<file path="config.mk">
export PLATFORM = sky130hd
export DESIGN_NAME = pvs_config_bank
export DESIGN_NICKNAME = d
export VERILOG_FILES = /design/src/common/pvs_pkg.sv /design/src/pvs_sync_in.sv /design/src/pvs_phase_gen.sv /design/src/pvs_config_bank.sv
export SDC_FILE = /design/constraint.sdc
export NUM_CORES = 1
export LEC_CHECK = 0
export ABC_AREA = 1
export BUFFER_PORTS_ARGS = -buffer_cell sky130_fd_sc_hd__buf_2
export CAP_MARGIN = 10
export CORE_ASPECT_RATIO = 2
export CORE_UTILIZATION = 30
export DETAILED_ROUTE_END_ITERATION = 8
export MAX_ROUTING_LAYER = met4
export PLACE_DENSITY = 0.57
export RECOVER_POWER = 25
export SLEW_MARGIN = 20
export SYNTH_ARGS = -nofsm -noshare
export SYNTH_HDL_FRONTEND = slang
export SYNTH_SLANG_ARGS = --single-unit
export TNS_END_PERCENT = 10
</file>
<file path="constraint.sdc">
create_clock -name clock -period 4.3 [get_ports clock]
set_input_delay 0.43 -clock clock [delete_from_list [all_inputs] [get_ports clock]]
set_output_delay 0.43 -clock clock [all_outputs]
set_load 0.02 [all_outputs]
</file>
<file path="src/common/pvs_pkg.sv">
// package for the input turn-off, sync mode and output overvoltage command bank
// assumes a command decoder upstream delivers whole command words on the core clock
package pvs_pkg;

    // ----------------------------------------------------------------
    // command codes
    // ----------------------------------------------------------------
    localparam logic [7:0]  CMD_INPUT_TURN_OFF   = 8'h36;
    localparam logic [7:0]  CMD_SYNC_MODE        = 8'h37;
    localparam logic [7:0]  CMD_OV_FAULT_LIMIT   = 8'h40;
    localparam logic [7:0]  CMD_OV_FAULT_ACTION  = 8'h41;
    localparam logic [7:0]  CMD_BANK_STATUS      = 8'h7e;

    // ----------------------------------------------------------------
    // reset values
    // ----------------------------------------------------------------
    localparam logic [15:0] RST_INPUT_TURN_OFF   = 16'hf812;
    localparam logic [15:0] RST_SYNC_MODE        = 16'h0100;
    localparam logic [15:0] RST_OV_FAULT_LIMIT   = 16'h0161;
    localparam logic [7:0]  RST_OV_FAULT_ACTION  = 8'hf8;

    // ----------------------------------------------------------------
    // turn-off threshold format and range, mantissa lsb is 0.5 V
    // ----------------------------------------------------------------
    localparam logic [4:0]  VIN_EXP_FIXED        = 5'h1f;
    localparam int          VIN_EXP_MSB          = 15;
    localparam int          VIN_EXP_LSB          = 11;
    localparam int          VIN_MAN_MSB          = 10;
    localparam logic [10:0] VIN_MAN_MIN          = 11'h002;
    localparam logic [10:0] VIN_MAN_MAX          = 11'h0a0;

    // ----------------------------------------------------------------
    // overvoltage limit range in 1.953 mV steps, 0.3 V to 14 V
    // ----------------------------------------------------------------
    localparam logic [15:0] OV_LIMIT_MIN         = 16'h009a;
    localparam logic [15:0] OV_LIMIT_MAX         = 16'h1c00;

    // ----------------------------------------------------------------
    // sync mode codes
    // ----------------------------------------------------------------
    localparam logic [15:0] MODE_STANDALONE      = 16'h0000;
    localparam logic [15:0] MODE_MASTER          = 16'h0100;
    localparam logic [15:0] MODE_SLAVE_IN_PHASE  = 16'h0120;
    localparam logic [15:0] MODE_SLAVE_OPPOSITE  = 16'h0121;

    // ----------------------------------------------------------------
    // overvoltage action byte fields
    // ----------------------------------------------------------------
    localparam int          OV_ACT_MSB           = 7;
    localparam int          OV_ACT_LSB           = 6;
    localparam logic [1:0]  OV_ACT_CONTINUE      = 2'h0;
    localparam logic [1:0]  OV_ACT_DISABLE       = 2'h3;

    // ----------------------------------------------------------------
    // status bits
    // ----------------------------------------------------------------
    localparam int          STAT_BAD_DATA        = 0;
    localparam int          STAT_OV_SEEN         = 1;
    localparam int          STAT_BAD_CODE        = 2;
    localparam int          STAT_W               = 3;

    typedef struct packed {
        logic        valid;
        logic        write;
        logic [7:0]  code;
        logic [15:0] wdata;
    } pvs_cmd_s;

    typedef struct packed {
        logic        valid;
        logic        reject;
        logic [15:0] rdata;
    } pvs_rsp_s;

    typedef enum logic [1:0] {
        PWR_OFF     = 2'b00,
        PWR_RUN     = 2'b01,
        PWR_OV_HOLD = 2'b10
    } pvs_pwr_e;

endpackage : pvs_pkg

</file>
<file path="src/pvs_sync_in.sv">
// two-stage synchroniser with rising edge detect for the sync pin
// assumes the pin is asynchronous to clock
`timescale 1ns/1ps
`default_nettype none
module pvs_sync_in
    import pvs_pkg::*;
(
    input  wire logic clock,
    input  wire logic nrst,
    input  wire logic pin_in,
    output logic      rise
);
    typedef struct packed {
        logic meta;
        logic stable;
        logic last;
        logic rise;
    } pvs_sin_s;

    pvs_sin_s s_q;
    pvs_sin_s s_d;

    // first stage feeds only the second stage
    always_comb
    begin
        s_d        = s_q;
        s_d.meta   = pin_in;
        s_d.stable = s_q.meta;
        s_d.last   = s_q.stable;
        s_d.rise   = s_q.stable & ~s_q.last;
    end

    always_ff @(posedge clock or negedge nrst)
    begin
        // reset as idle high so a pulled-up pin gives no false edge
        if (!nrst)
            s_q <= '{1'b1, 1'b1, 1'b1, 1'b0};
        else
            s_q <= s_d;
    end

    assign rise = s_q.rise;
endmodule : pvs_sync_in
`default_nettype wire

</file>
<file path="src/pvs_phase_gen.sv">
// switching phase counter with a 50% square and a phase pulse
// assumes period is given in clock cycles and changes slowly
`timescale 1ns/1ps
`default_nettype none
module pvs_phase_gen
    import pvs_pkg::*;
#(
    parameter int W = 16
)
(
    input  wire logic         clock,
    input  wire logic         nrst,
    input  wire logic [W-1:0] period,
    input  wire logic         load_zero,
    input  wire logic         load_half,
    output logic              phase_pulse,
    output logic              square
);
    localparam logic [W-1:0] ONE     = W'(1);
    localparam logic [W-1:0] MIN_PER = W'(2);

    typedef struct packed {
        logic [W-1:0] cnt;
        logic         pulse;
        logic         sq;
    } pvs_ph_s;

    pvs_ph_s      s_q;
    pvs_ph_s      s_d;
    logic [W-1:0] per;

    always_comb
    begin
        // guard against a zero period stalling the counter
        per = (period < MIN_PER) ? MIN_PER : period;
        s_d = s_q;
        if (load_zero)
            s_d.cnt = '0;
        else if (load_half)
            s_d.cnt = per >> 1;
        else if (s_q.cnt >= per - ONE)
            s_d.cnt = '0;
        else
            s_d.cnt = s_q.cnt + ONE;
        s_d.pulse = (s_d.cnt == '0);
        s_d.sq    = (s_d.cnt < (per >> 1));
    end

    always_ff @(posedge clock or negedge nrst)
    begin
        if (!nrst)
            s_q <= '0;
        else
            s_q <= s_d;
    end

    assign phase_pulse = s_q.pulse;
    assign square      = s_q.sq;
endmodule : pvs_phase_gen
`default_nettype wire

</file>
<file path="src/pvs_config_bank.sv">
// command register bank: input turn-off, sync mode, output overvoltage limit and action
// assumes commands arrive decoded on clock; sense values come from logic on clock
//
// Behaviour
// - turn-off threshold accepts 1 V to 80 V in 0.5 V steps.
// - turn-off threshold resets to f812 meaning 9 V.
// - out-of-range or off-step threshold write is dropped and flagged.
// - sync mode register is read/write with four mode codes.
// - frequency comes from resistor until a frequency command replaces it.
// - master drives sync pin with in-phase 50% pulse once supply is good.
// - slave in-phase locks switching to external pulse at zero phase.
// - slave opposite locks switching to external pulse at 180 degrees.
// - sync mode resets to master; unknown mode codes are dropped and flagged.
// - 16-bit overvoltage limit; sensed output above it raises the fault.
// - limit covers 0.3 V to 14 V, resets to 0161.
// - action byte holds action, retry, delay fields; resets to f8.
// - action 00 keeps regulating through an overvoltage fault.
// - action 11 disables output while fault lasts, re-enables after.
// - default code retries forever until turned off, unbiased or other fault.
// - running conversion stops when input falls to the threshold.
// - threshold uses linear format with fixed exponent 11111.
`timescale 1ns/1ps
`default_nettype none
module pvs_config_bank
    import pvs_pkg::*;
#(
    parameter int PER_W = 16
)
(
    input  wire logic             clock,
    input  wire logic             nrst,
    input  wire pvs_cmd_s         cmd,
    output pvs_rsp_s              rsp,
    input  wire logic [10:0]      vin_sense,
    input  wire logic [15:0]      vout_sense,
    input  wire logic             enable_request,
    input  wire logic             vin_on_ok,
    input  wire logic             bias_ok,
    input  wire logic             other_fault,
    input  wire logic             vdd_above_uv,
    input  wire logic [PER_W-1:0] rt_period,
    input  wire logic             freq_cmd_valid,
    input  wire logic [PER_W-1:0] freq_cmd_period,
    input  wire logic             freq_set_sync_pin_i,
    output logic                  freq_set_sync_pin_o,
    output logic                  freq_set_sync_pin_oe_n,
    output logic                  conv_enable,
    output logic                  power_stage_enable,
    output logic                  ov_fault,
    output logic                  sw_pulse
);
    // ----------------------------------------------------------------
    // validation helpers
    // ----------------------------------------------------------------
    function automatic logic vin_ok(input logic [15:0] v);
        logic [10:0] man;
        man = v[VIN_MAN_MSB:0];
        // positive mantissa only; fixed exponent makes the 0.5 V step implicit
        vin_ok = (v[VIN_EXP_MSB:VIN_EXP_LSB] == VIN_EXP_FIXED)
               && (man >= VIN_MAN_MIN) && (man <= VIN_MAN_MAX);
    endfunction : vin_ok

    function automatic logic mode_ok(input logic [15:0] v);
        mode_ok = (v == MODE_STANDALONE) || (v == MODE_MASTER)
               || (v == MODE_SLAVE_IN_PHASE) || (v == MODE_SLAVE_OPPOSITE);
    endfunction : mode_ok

    function automatic logic action_ok(input logic [7:0] v);
        unique case (v)
            8'hf8, 8'h00, 8'h16, 8'h22, 8'h36,
            8'hc0, 8'hd6, 8'he2, 8'hf6: action_ok = 1'b1;
            default:                    action_ok = 1'b0;
        endcase
    endfunction : action_ok

    // ----------------------------------------------------------------
    // state
    // ----------------------------------------------------------------
    typedef struct packed {
        logic [15:0]      input_turn_off_threshold;
        logic [15:0]      mode;
        logic [15:0]      ov_limit;
        logic [7:0]       ov_action;
        logic [STAT_W-1:0] status;
        pvs_rsp_s         rsp;
        pvs_pwr_e         pwr;
        logic             ov;
        logic             freq_from_cmd;
        logic [PER_W-1:0] freq_period;
        logic             pin_o;
        logic             pin_oe_n;
    } pvs_bank_s;

    pvs_bank_s        s_q;
    pvs_bank_s        s_d;
    logic             sync_rise;
    logic             ph_pulse;
    logic             ph_square;
    logic [PER_W-1:0] period_sel;
    logic             slave_in;
    logic             slave_opp;
    logic             stop_req;
    logic             vin_low;
    logic [1:0]       act;

    // ----------------------------------------------------------------
    // sync pin input and phase generator
    // ----------------------------------------------------------------
    pvs_sync_in u_sync_in (
        .clock  (clock),
        .nrst   (nrst),
        .pin_in (freq_set_sync_pin_i),
        .rise   (sync_rise)
    );

    assign period_sel = s_q.freq_from_cmd ? s_q.freq_period : rt_period;
    assign slave_in   = (s_q.mode == MODE_SLAVE_IN_PHASE);
    assign slave_opp  = (s_q.mode == MODE_SLAVE_OPPOSITE);

    // edges outside the slave modes are ignored so a floating pin cannot pull phase
    pvs_phase_gen #(
        .W (PER_W)
    ) u_phase (
        .clock       (clock),
        .nrst        (nrst),
        .period      (period_sel),
        .load_zero   (sync_rise & slave_in),
        .load_half   (sync_rise & slave_opp),
        .phase_pulse (ph_pulse),
        .square      (ph_square)
    );

    // ----------------------------------------------------------------
    // next state
    // ----------------------------------------------------------------
    assign stop_req = ~enable_request | ~bias_ok | other_fault;
    assign vin_low  = (vin_sense <= s_q.input_turn_off_threshold[VIN_MAN_MSB:0]);
    assign act      = s_q.ov_action[OV_ACT_MSB:OV_ACT_LSB];

    always_comb
    begin
        s_d           = s_q;
        s_d.rsp       = '0;
        s_d.rsp.valid = cmd.valid;

        // frequency command overrides the resistor setting from then on
        if (freq_cmd_valid)
        begin
            s_d.freq_from_cmd = 1'b1;
            s_d.freq_period   = freq_cmd_period;
        end

        // sensed output above the limit is an overvoltage
        s_d.ov = (vout_sense > s_q.ov_limit);

        if (cmd.valid)
        begin
            unique case (cmd.code)
                CMD_INPUT_TURN_OFF:
                begin
                    s_d.rsp.rdata = s_q.input_turn_off_threshold;
                    if (cmd.write)
                    begin
                        if (vin_ok(cmd.wdata))
                            s_d.input_turn_off_threshold = cmd.wdata;
                        else
                        begin
                            s_d.rsp.reject              = 1'b1;
                            s_d.status[STAT_BAD_DATA]   = 1'b1;
                        end
                    end
                end
                CMD_SYNC_MODE:
                begin
                    s_d.rsp.rdata = s_q.mode;
                    if (cmd.write)
                    begin
                        if (mode_ok(cmd.wdata))
                            s_d.mode = cmd.wdata;
                        else
                        begin
                            s_d.rsp.reject              = 1'b1;
                            s_d.status[STAT_BAD_DATA]   = 1'b1;
                        end
                    end
                end
                CMD_OV_FAULT_LIMIT:
                begin
                    s_d.rsp.rdata = s_q.ov_limit;
                    if (cmd.write)
                    begin
                        if ((cmd.wdata >= OV_LIMIT_MIN) && (cmd.wdata <= OV_LIMIT_MAX))
                            s_d.ov_limit = cmd.wdata;
                        else
                        begin
                            s_d.rsp.reject              = 1'b1;
                            s_d.status[STAT_BAD_DATA]   = 1'b1;
                        end
                    end
                end
                CMD_OV_FAULT_ACTION:
                begin
                    s_d.rsp.rdata = {8'h00, s_q.ov_action};
                    if (cmd.write)
                    begin
                        // action byte is carried in the low data byte
                        if ((cmd.wdata[15:8] == 8'h00) && action_ok(cmd.wdata[7:0]))
                            s_d.ov_action = cmd.wdata[7:0];
                        else
                        begin
                            s_d.rsp.reject              = 1'b1;
                            s_d.status[STAT_BAD_DATA]   = 1'b1;
                        end
                    end
                end
                CMD_BANK_STATUS:
                begin
                    s_d.rsp.rdata = {13'h0000, s_q.status};
                    if (cmd.write)
                        s_d.status = s_q.status & ~cmd.wdata[STAT_W-1:0];
                end
                default:
                begin
                    s_d.rsp.reject            = 1'b1;
                    s_d.status[STAT_BAD_CODE] = 1'b1;
                end
            endcase
        end

        // hardware set applied after the clear so a same-cycle event is kept
        if (s_q.ov)
            s_d.status[STAT_OV_SEEN] = 1'b1;

        // power sequencing and overvoltage response
        unique case (s_q.pwr)
            PWR_OFF:
            begin
                if (!stop_req && vin_on_ok && !vin_low)
                    s_d.pwr = PWR_RUN;
            end
            PWR_RUN:
            begin
                if (stop_req || vin_low)
                    s_d.pwr = PWR_OFF;
                else if (s_q.ov && (act == OV_ACT_DISABLE))
                    s_d.pwr = PWR_OV_HOLD;
                // action 00 stays in run whatever retry and delay hold
            end
            PWR_OV_HOLD:
            begin
                // retries without limit until an outside stop ends it
                if (stop_req || vin_low)
                    s_d.pwr = PWR_OFF;
                else if (!s_q.ov || (act == OV_ACT_CONTINUE))
                    s_d.pwr = PWR_RUN;
            end
            default:
                s_d.pwr = PWR_OFF;
        endcase

        // master drives the pin once the internal supply is good
        if ((s_q.mode == MODE_MASTER) && vdd_above_uv)
        begin
            s_d.pin_oe_n = 1'b0;
            s_d.pin_o    = ph_square;
        end
        else
        begin
            s_d.pin_oe_n = 1'b1;
            s_d.pin_o    = 1'b0;
        end
    end

    // ----------------------------------------------------------------
    // registers
    // ----------------------------------------------------------------
    always_ff @(posedge clock or negedge nrst)
    begin
        if (!nrst)
        begin
            s_q               <= '0;
            s_q.input_turn_off_threshold       <= RST_INPUT_TURN_OFF;
            s_q.mode          <= RST_SYNC_MODE;
            s_q.ov_limit      <= RST_OV_FAULT_LIMIT;
            s_q.ov_action     <= RST_OV_FAULT_ACTION;
            s_q.pwr           <= PWR_OFF;
            s_q.pin_oe_n      <= 1'b1;
        end
        else
            s_q <= s_d;
    end

    // ----------------------------------------------------------------
    // outputs
    // ----------------------------------------------------------------
    assign rsp                    = s_q.rsp;
    assign conv_enable            = (s_q.pwr != PWR_OFF);
    assign power_stage_enable     = (s_q.pwr == PWR_RUN);
    assign ov_fault               = s_q.ov;
    assign freq_set_sync_pin_o    = s_q.pin_o;
    assign freq_set_sync_pin_oe_n = s_q.pin_oe_n;
    assign sw_pulse               = ph_pulse;
endmodule : pvs_config_bank
`default_nettype wire

</file>
# After elaboration in Yosys (flattened, before gate mapping)
# Cells that the tools add are included.
[totals]
regBits = 121
latch_bits = 0
ramBits = 0
mem_bits_ro = 0
inputBits = 94
out_inout_bits = 24
elab_cells = 158
memories = 0
[classes]
addsub = 2
mul = 0
div = 0
n_lt_le_gt_ge = 9
n_eq_ne = 35
shifts = 0
muxes = 41
bitwise_logic = 11
reduce_logical = 37
[op_table]
columns = ["operator", "count"]
rows = [
  ["16-bit by 9-bit == test with 1-bit output, second input constant", 6],
  ["16-bit 2-to-1 mux", 5],
  ["16-bit case mux with 5 select lines", 1],
  ["8-bit == test, second input constant", 5],
  ["8-bit by 6-bit == test with 1-bit output, second input constant", 4],
  ["16-bit zero test", 2],
  ["8-bit by 7-bit == test with 1-bit output, second input constant", 3],
  ["1-bit 2-to-1 mux", 22],
  ["2-bit != test, second input constant", 10],
  ["17-bit 2-to-1 mux", 1],
  ["16-bit by 1-bit adder with 16-bit output, second input constant", 1],
  ["16-bit greater-or-equal comparator", 1],
  ["16-bit by 8-bit greater-or-equal comparator with 1-bit output, second input constant", 1],
  ["16-bit greater-than comparator", 1],
  ["16-bit by 13-bit <= comparator with 1-bit output, second input constant", 1],
  ["8-bit zero test", 2],
  ["16-bit by 15-bit less-than comparator with 1-bit output", 1],
  ["16-bit by 2-bit less-than comparator with 1-bit output, second input constant", 1],
  ["4-bit AND reduction", 4],
  ["16-bit by 1-bit subtractor with 16-bit output, second input constant", 1],
  ["2-bit 2-to-1 mux", 7],
  ["11-bit by 2-bit greater-or-equal comparator with 1-bit output, second input constant", 1],
  ["11-bit <= comparator", 1],
  ["11-bit by 8-bit <= comparator with 1-bit output, second input constant", 1],
  ["other kinds (25)", 52],
]

# Logic depth before layout (Yosys ltp)
# Gate-level depths: netlist of the first run.
[depth]
depth_word = 12
mapped_depth = 35
depth_no_buf = 35

# By module
# A second synthesis of the first run with hierarchy kept.
[unflattened]
hier_cells = 1050
area_unflattened_um2 = 7908.8
[modules_own_cells]
columns = ["module", "n_inst", "cells_per_inst", "area_each_um2"]
rows = [
  ["pvs_config_bank", 1, 719, 5559.1],
  ["pvs_phase_gen", 1, 325, 2235.9],
  ["pvs_sync_in", 1, 6, 113.9],
]

# Worst setup path before layout of the first run
# No wires, ideal clock.
[synth_path]
kind = "reg-to-reg"
start = "register s_q[18] (netlist name)"
end = "register u_phase.s_q (netlist bit u_phase.square)"
arrival_ps = 4362
t_required_ps = 4223
setup_slack_ps = -140
path_stages_with_launch = 36
n_path_buf = 1
synth_period_minus_slack_ps = 4440
cell_sequence = "dfrtp_1 > inv_4 > buf_6 > nand2_1 > o21ai_2 > nor2_2 > nand2_2 > nor2_1 > nand2_2 > nand2_2 > clkinv_2 > ha_1 > nand2_1 > nor2_2 > nand3_1 > nor3_1 > xor2_1 > inv_1 > ha_1 > nand4_1 > a21oi_1 > nor2_1 > nand2_1 > nor2_1 > nand2_1 > o21ai_0 > inv_1 > nor2_1 > ha_1 > a21oi_1 > o21ai_0 > a21oi_1 > o21bai_1 > a21oi_1 > nand2_1 > a21oi_1"
[synth_rtl]
columns = ["element", "line", "text"]
rows = [
  ["start, declared", "pvs_config_bank.sv:94", "pvs_bank_s s_q;"],
  ["end signal, assigned", "pvs_phase_gen.sv:52", "s_q <= '0;"],
  ["end signal, assigned", "pvs_phase_gen.sv:54", "s_q <= s_d;"],
  ["end, declared", "pvs_phase_gen.sv:28", "pvs_ph_s s_q;"],
]

==> flow_summary.ini, run 1 <==
[synth]
synth.distinct_cells = 46
synth.ff_latch_count = 121
synth_edf_count = 0
yosys_warnings = 0
postSynthNetCount = 1170
syn_area_per_cell_um2 = 7.58
synth_top_area_frac = 0.325
ys_seq_area_frac = 0.396
synth_flop_cell = dfrtp_1
syn_inst = 1017
yosys.area.top_type = dfrtp_1
synth.area.top_cells = dfrtp_1, nand2_1, ha_1
async_reset_ff_frac = 1.00
synth_area_um2 = 7700

[routing]
firstDrtPassIters = 4
drtIter0Drc = 205
routedWlPerCell_um = 16.0
drc = 0
routed_wl_um = 24600
via_count = 7284
ant_nets = 0
viasPerCell = 4.73

[critical_path]
r2r_slack_ns = -0.23
rr_endpoint = u_phase.square
startpoint = s_q[18]
crit_arrival_ns = 4.90
cpPeakStageDelay_ns = 0.44
crit_top_cell = nand2_1
reg2reg_depth = 34
crit_required_ns = 4.66
crit_type = flip-flop to flip-flop
cp-endpoint = u_phase.square
startpoint_type = flip-flop
critPathCaptureType = flip-flop
path_max_fanout = 7
cp_slowest_cell = dfrtp_2
timing.rr.start = s_q[18]

[cells_and_area]
finish.net_count = 1343
final_common_cell = nand2_1
layout_common_cells = nand2_1, inv_1, buf_2, dfrtp_1, nor2_1
antennaDiodeCount = 0
final_cell_area_um2 = 9880
drive_gt1_frac = 0.257
area_delta_synth_final_pct = 28.2
fill_cells = 2624

[timing]
rsz0062_at_grt = yes
period_share = 1.05
setup_slack_ns = -0.234
setup_viol = 1
clock_skew_ns = 0.00671
worstMarginPinSlew_ns = 3.23
hold_viol_final = 0
fmax_mhz = 221
relSlewSlack = -1.15
drv_slew = 59
fin_crit_ns = 4.53

[placed_design]
routabilityCongestion = 0.930
place_area_um2 = 8920
place_hpwl_um = 19600
portBuffers = 117

[clock_network]
clkLatencyLatePin_ns = 0.43
numCtsBuffers = 17
clockBufferDepth = 2
path_clk_slew_ns = 0.06
clkSinkCount = 121
cts_hold_buf = 0
cts_root_buffer = clkbuf_16
cts-htree-levels = 4
cts_tree = built

[die]
io_pins = 118
die_y_um = 229
coreArea_um2 = 25100
start_util = 0.307
die_area_um2 = 26400
rows = 82
die_w_um = 115

[global_routing]
overflow = 0
grt_use_total = 0.205
grt_antenna_before_repair = 0
first_global_vias = 7631
grt_pass1_wl_um = 38600
grt_max_degree = 59

[pwr]
totalPowerFinal_mw = 3.73
ir_drop_uv = 220
p_per_area_nw_per_um2 = 377
cellLeakagePower_nw = 5.15

[status]
status = finished, violations left
violations = max-capacitance violations, max-slew violations, negative setup slack

[flow_run]
drv_cap = 1

[min_path]
hold_class = input pin to flip-flop
-- critical path, delay by kind of cell (launching register included) --
kind / cells / cell delay, ns
flops: 1 / 0.44
xor+xnor: 1 / 0.15
compound gates: 7 / 0.81
fa+ha+maj: 2 / 0.53
buf+inv: 8 / 0.81
simple gates: 16 / 1.69
-- synth_stat cells, drive strengths merged (3+ instances only) --
library cell	count
o31ai	3
nor4	6
nor2	88
nand3	51
nand2	241
or2	3
o21ai	96
ha	59
inv	178
dfrtp	100
dfstp	21
nor3	19
o21bai	6
xor2	17
a221oi	7
a31oi	4
o211ai	3
o22ai	4
a21oi	42
nand4	18
clkbuf	15
buf	20
-- sequential cells by signal (all words and copies together) (netlist names) --
signal and count:
s_q 76, rsp 18, u_phase.s_q 16, act 2, u_sync_in.s_d 2, freq_set_sync_pin_o 1
freq_set_sync_pin_oe_n 1, ov_fault 1, u_phase.phase_pulse 1, u_phase.square 1, u_sync_in.rise 1, u_sync_in.s_q 1
-- where the power goes --
| part | leakage, nW | internal [mW] | switching, mW | total [mW] |
|---|---|---|---|---|
| logic | 3.34 | 0.442 | 0.576 | 1.02 |
| registers | 1.54 | 1.21 | 0.0738 | 1.28 |
| clock network | 0.277 | 0.883 | 0.541 | 1.42 |
-- repair_timing --
item | 4_1_cts | 5_1_grt
hold endpoints to repair | 0 | 0
setup endpoints to repair | 1 | 2
gates resized for setup | 33 | 32
pin swaps | 23 | 38
setup buffers | 8 | 8
gates cloned | 2 | 0
-- worst min path at each step --
stage                              from             endpoint  slack [ns]  depth (start not counted)
floorplan                          nrst  freq_set_sync_pin_o        0.13                          0
global placement       u_sync_in.s_d[2]     u_sync_in.s_d[1]        0.35                          0
detailed placement     u_sync_in.s_d[2]     u_sync_in.s_d[1]        0.35                          0
CTS                 freq_set_sync_pin_i     u_sync_in.s_d[2]        0.08                          1
global route        freq_set_sync_pin_i     u_sync_in.s_d[2]        0.08                          1
finish              freq_set_sync_pin_i     u_sync_in.s_d[2]        0.10                          1
-- metal layers --
| layer | up-vias | wire [um] | GRT usage |
|---|---|---|---|
| met3 | 71 | 732 | 0.0324 |
| met2 | 210 | 14100 | 0.389 |
| met5 | - | 0 | - |
| met1 | 3388 | 8400 | 0.182 |
| met4 | 0 | 1330 | 0.123 |
| li1 | 3615 | - | - |
-- cell families after synthesis --
family                   share of synthesized area
multiplexers                               0.00146
XOR/XNOR                                    0.0216
buffers and inverters                        0.116
AND/OR/NAND/NOR                              0.236
AO/OA/AOI/OAI                                0.132
flip-flops                                   0.396
adder cells (fa/ha/maj)                     0.0958
-- per-stage QoR --
step | std cells | hold WS [ns] | setup WS (ns) | TNS (ns) | utilization
2_1_floorplan | 1017 | 0.134 | 0.0215 | 0 | -
3_3_place_gp | 1489 | 0.347 | -0.206 | -0.206 | 0.355
3_5_place_dp | 1489 | 0.348 | -0.306 | -0.306 | 0.355
4_1_cts | 1531 | 0.0751 | -0.149 | -0.149 | 0.386
5_1_grt | 1539 | 0.0797 | -0.580 | -0.732 | 0.393
6_report | 1539 | 0.103 | -0.234 | -0.234 | 0.393
-- final cells by class --
cell class | instances | area (um^2) | area share
multi-input combinational | 681 | 3970 | 0.402
sequential | 121 | 3060 | 0.309
timing repair buffer | 187 | 1140 | 0.115
inverter | 180 | 691 | 0.0699
clock buffer | 22 | 464 | 0.0470
tap | 336 | 420 | 0.0426
clock inverter | 10 | 119 | 0.0120
timing repair inverter | 2 | 20.0 | 0.00203
(Power assumes the default switching activity.)
==> run 2, diff against run 1 <==
--- a/config.mk
+++ b/config.mk
@@ -10,9 +10,10 @@
 export CAP_MARGIN = 10
 export CORE_ASPECT_RATIO = 2
 export CORE_UTILIZATION = 30
+export CTS_CLUSTER_DIAMETER = 80
 export DETAILED_ROUTE_END_ITERATION = 8
 export MAX_ROUTING_LAYER = met4
-export PLACE_DENSITY = 0.57
+export PLACE_DENSITY = 0.56
 export RECOVER_POWER = 25
 export SLEW_MARGIN = 20
 export SYNTH_ARGS = -nofsm -noshare
==> constraint.sdc (replaced) <==
create_clock -name clock -period 5 [get_ports clock]
set_input_delay 0.5 -clock clock [delete_from_list [all_inputs] [get_ports clock]]
set_output_delay 0.5 -clock clock [all_outputs]
set_load 0.02 [all_outputs]
==> flow_summary.ini, run 2 (synthesis results as in run 1) <==
[status]
status = finished, violations left
violations = max-capacitance violations, max-slew violations

[die]
die_area_um2 = 26400
die_w_um = 115
io_pins = 118
die_y_um = 229
start_util = 0.307
coreArea_um2 = 25100
rows = 82

[clock_network]
path_clk_slew_ns = 0.06
clockBufferDepth = 2
cts_root_buffer = clkbuf_16
clkSinkCount = 121
numCtsBuffers = 17
cts_tree = built
clkLatencyLatePin_ns = 0.42
cts_hold_buf = 0
cts-htree-levels = 4

[pwr]
p_int_mw = 2.05
totalPowerFinal_mw = 3.05
ir_drop_uv = 215
p_per_area_nw_per_um2 = 316
cellLeakagePower_nw = 4.98
swShare = 0.328
p_switching_uw = 1000
clkPwrFrac = 0.395
power_frac_seq = 0.362
combPwrFrac = 0.243

[cells_and_area]
finish.net_count = 1305
multi_input_area_um2 = 4000
largest_reg_flops = 76
regMostFlops = s_q
final_cell_area_um2 = 9630
final_common_cell = nand2_1
antennaDiodeCount = 0
final_core_util = 0.383
fill_cells = 2608
seqCellArea_um2 = 3060
area_delta_synth_final_pct = 25.0
layout_common_cells = nand2_1, inv_1, buf_2, dfrtp_1, nor2_1
instances_no_fill = 1501
drive_gt1_frac = 0.227

[timing]
setup_viol = 0
tns_ns = 0
drv_slew = 67
clock_skew_ns = 0.00894
period_share = 0.933
holdWs_ns = 0.180
relSlewSlack = -0.327
setup_slack_ns = 0.336
fin_crit_ns = 4.66
worstMarginPinSlew_ns = 1.99
fmax_mhz = 214
hold_viol_final = 0

[global_routing]
grt_antenna_before_repair = 0
overflow = 0
grt_use_total = 0.196
first_global_vias = 7186
grt_pass1_wl_um = 37000
grt_max_degree = 59

[min_path]
min_path_cells = 1
hold_class = input pin to flip-flop

[routing]
drc = 0
routed_wl_um = 24300
drtIter0Drc = 265
firstDrtPassIters = 4
viasPerCell = 4.70
ant_nets = 0
via_count = 7059
routedWlPerCell_um = 16.2

[placed_design]
dp.cells = 1443
portBuffers = 117
pre_cts_slack_ns = -0.182
routabilityCongestion = 0.950
place_hpwl_um = 19100
place_area_um2 = 8560

[critical_path]
crit_top_cell = nand2_2
r2r_slack_ns = 0.34
reg2reg_depth = 29
crit_type = flip-flop to flip-flop
crit_required_ns = 5.30
crit_arrival_ns = 4.96
cpPeakStageDelay_ns = 0.55
startpoint_type = flip-flop
cpLargestDelayFamily = simple AND/OR/NAND/NOR gates
critPathCaptureType = flip-flop
path_max_fanout = 7
cp_slowest_cell = dfrtp_4
cp.depth = 29
critPathBufInv = 6

[flow_run]
drv_cap = 2
-- run 2: changes by cell type in the layout (fill, tap and decap cells not counted), moves of 4 or more --
cell     before  now
o21ai_4       2   13
o21ai_2      11    0
a21oi_1      35   39
buf_4        64   26
a21oi_2       7    3
-- run 2: area by class of cell --
class / instances / share of cell area
multi-input combinational: 681 / 0.416
sequential: 121 / 0.317
timing repair buffer: 149 / 0.0896
inverter: 180 / 0.0717
clock buffer: 19 / 0.0470
tap: 336 / 0.0436
clock inverter: 13 / 0.0125
timing repair inverter: 2 / 0.00260
-- run 2: routing by layer --
| layer | vias up | share of wire | track usage |
|---|---|---|---|
| met5 | - | 0 | - |
| met4 | 0 | 0.060 | 0.128 |
| met3 | 71 | 0.030 | 0.0284 |
| met1 | 3247 | 0.35 | 0.175 |
| met2 | 199 | 0.56 | 0.368 |
| li1 | 3542 | - | - |
-- run 2: repair_timing --
| action | 4_1_cts | 5_1_grt |
|---|---|---|
| gates cloned | 0 | 2 |
| resized for setup | 5 | 63 |
| endpoints found under the setup margin | 1 | 2 |
| setup buffers | 0 | 25 |
| pin swaps | 0 | 31 |
-- run 2: worst paths after layout --
kind / from / to
min: freq_set_sync_pin_i / u_sync_in.s_d[2]
max in group asynchronous: nrst / s_q[18]
max: s_q[18] / u_phase.square
min reg2reg: u_sync_in.s_d[2] / u_sync_in.s_d[1]
max reg2reg: s_q[18] / u_phase.square
min in group asynchronous: nrst / rsp[9]
-- run 2: power by group through the flow --
| stage | logic [mW] | clock network (mW) | registers [mW] |
|---|---|---|---|
| detailed placement | 0.688 | 0 | 1.12 |
| floorplan | 0.448 | 0 | 1.10 |
| global route | 0.847 | 1.28 | 1.11 |
| CTS | 0.694 | 1.23 | 1.10 |
| global placement | 0.686 | 0 | 1.12 |
| finish | 0.740 | 1.20 | 1.10 |
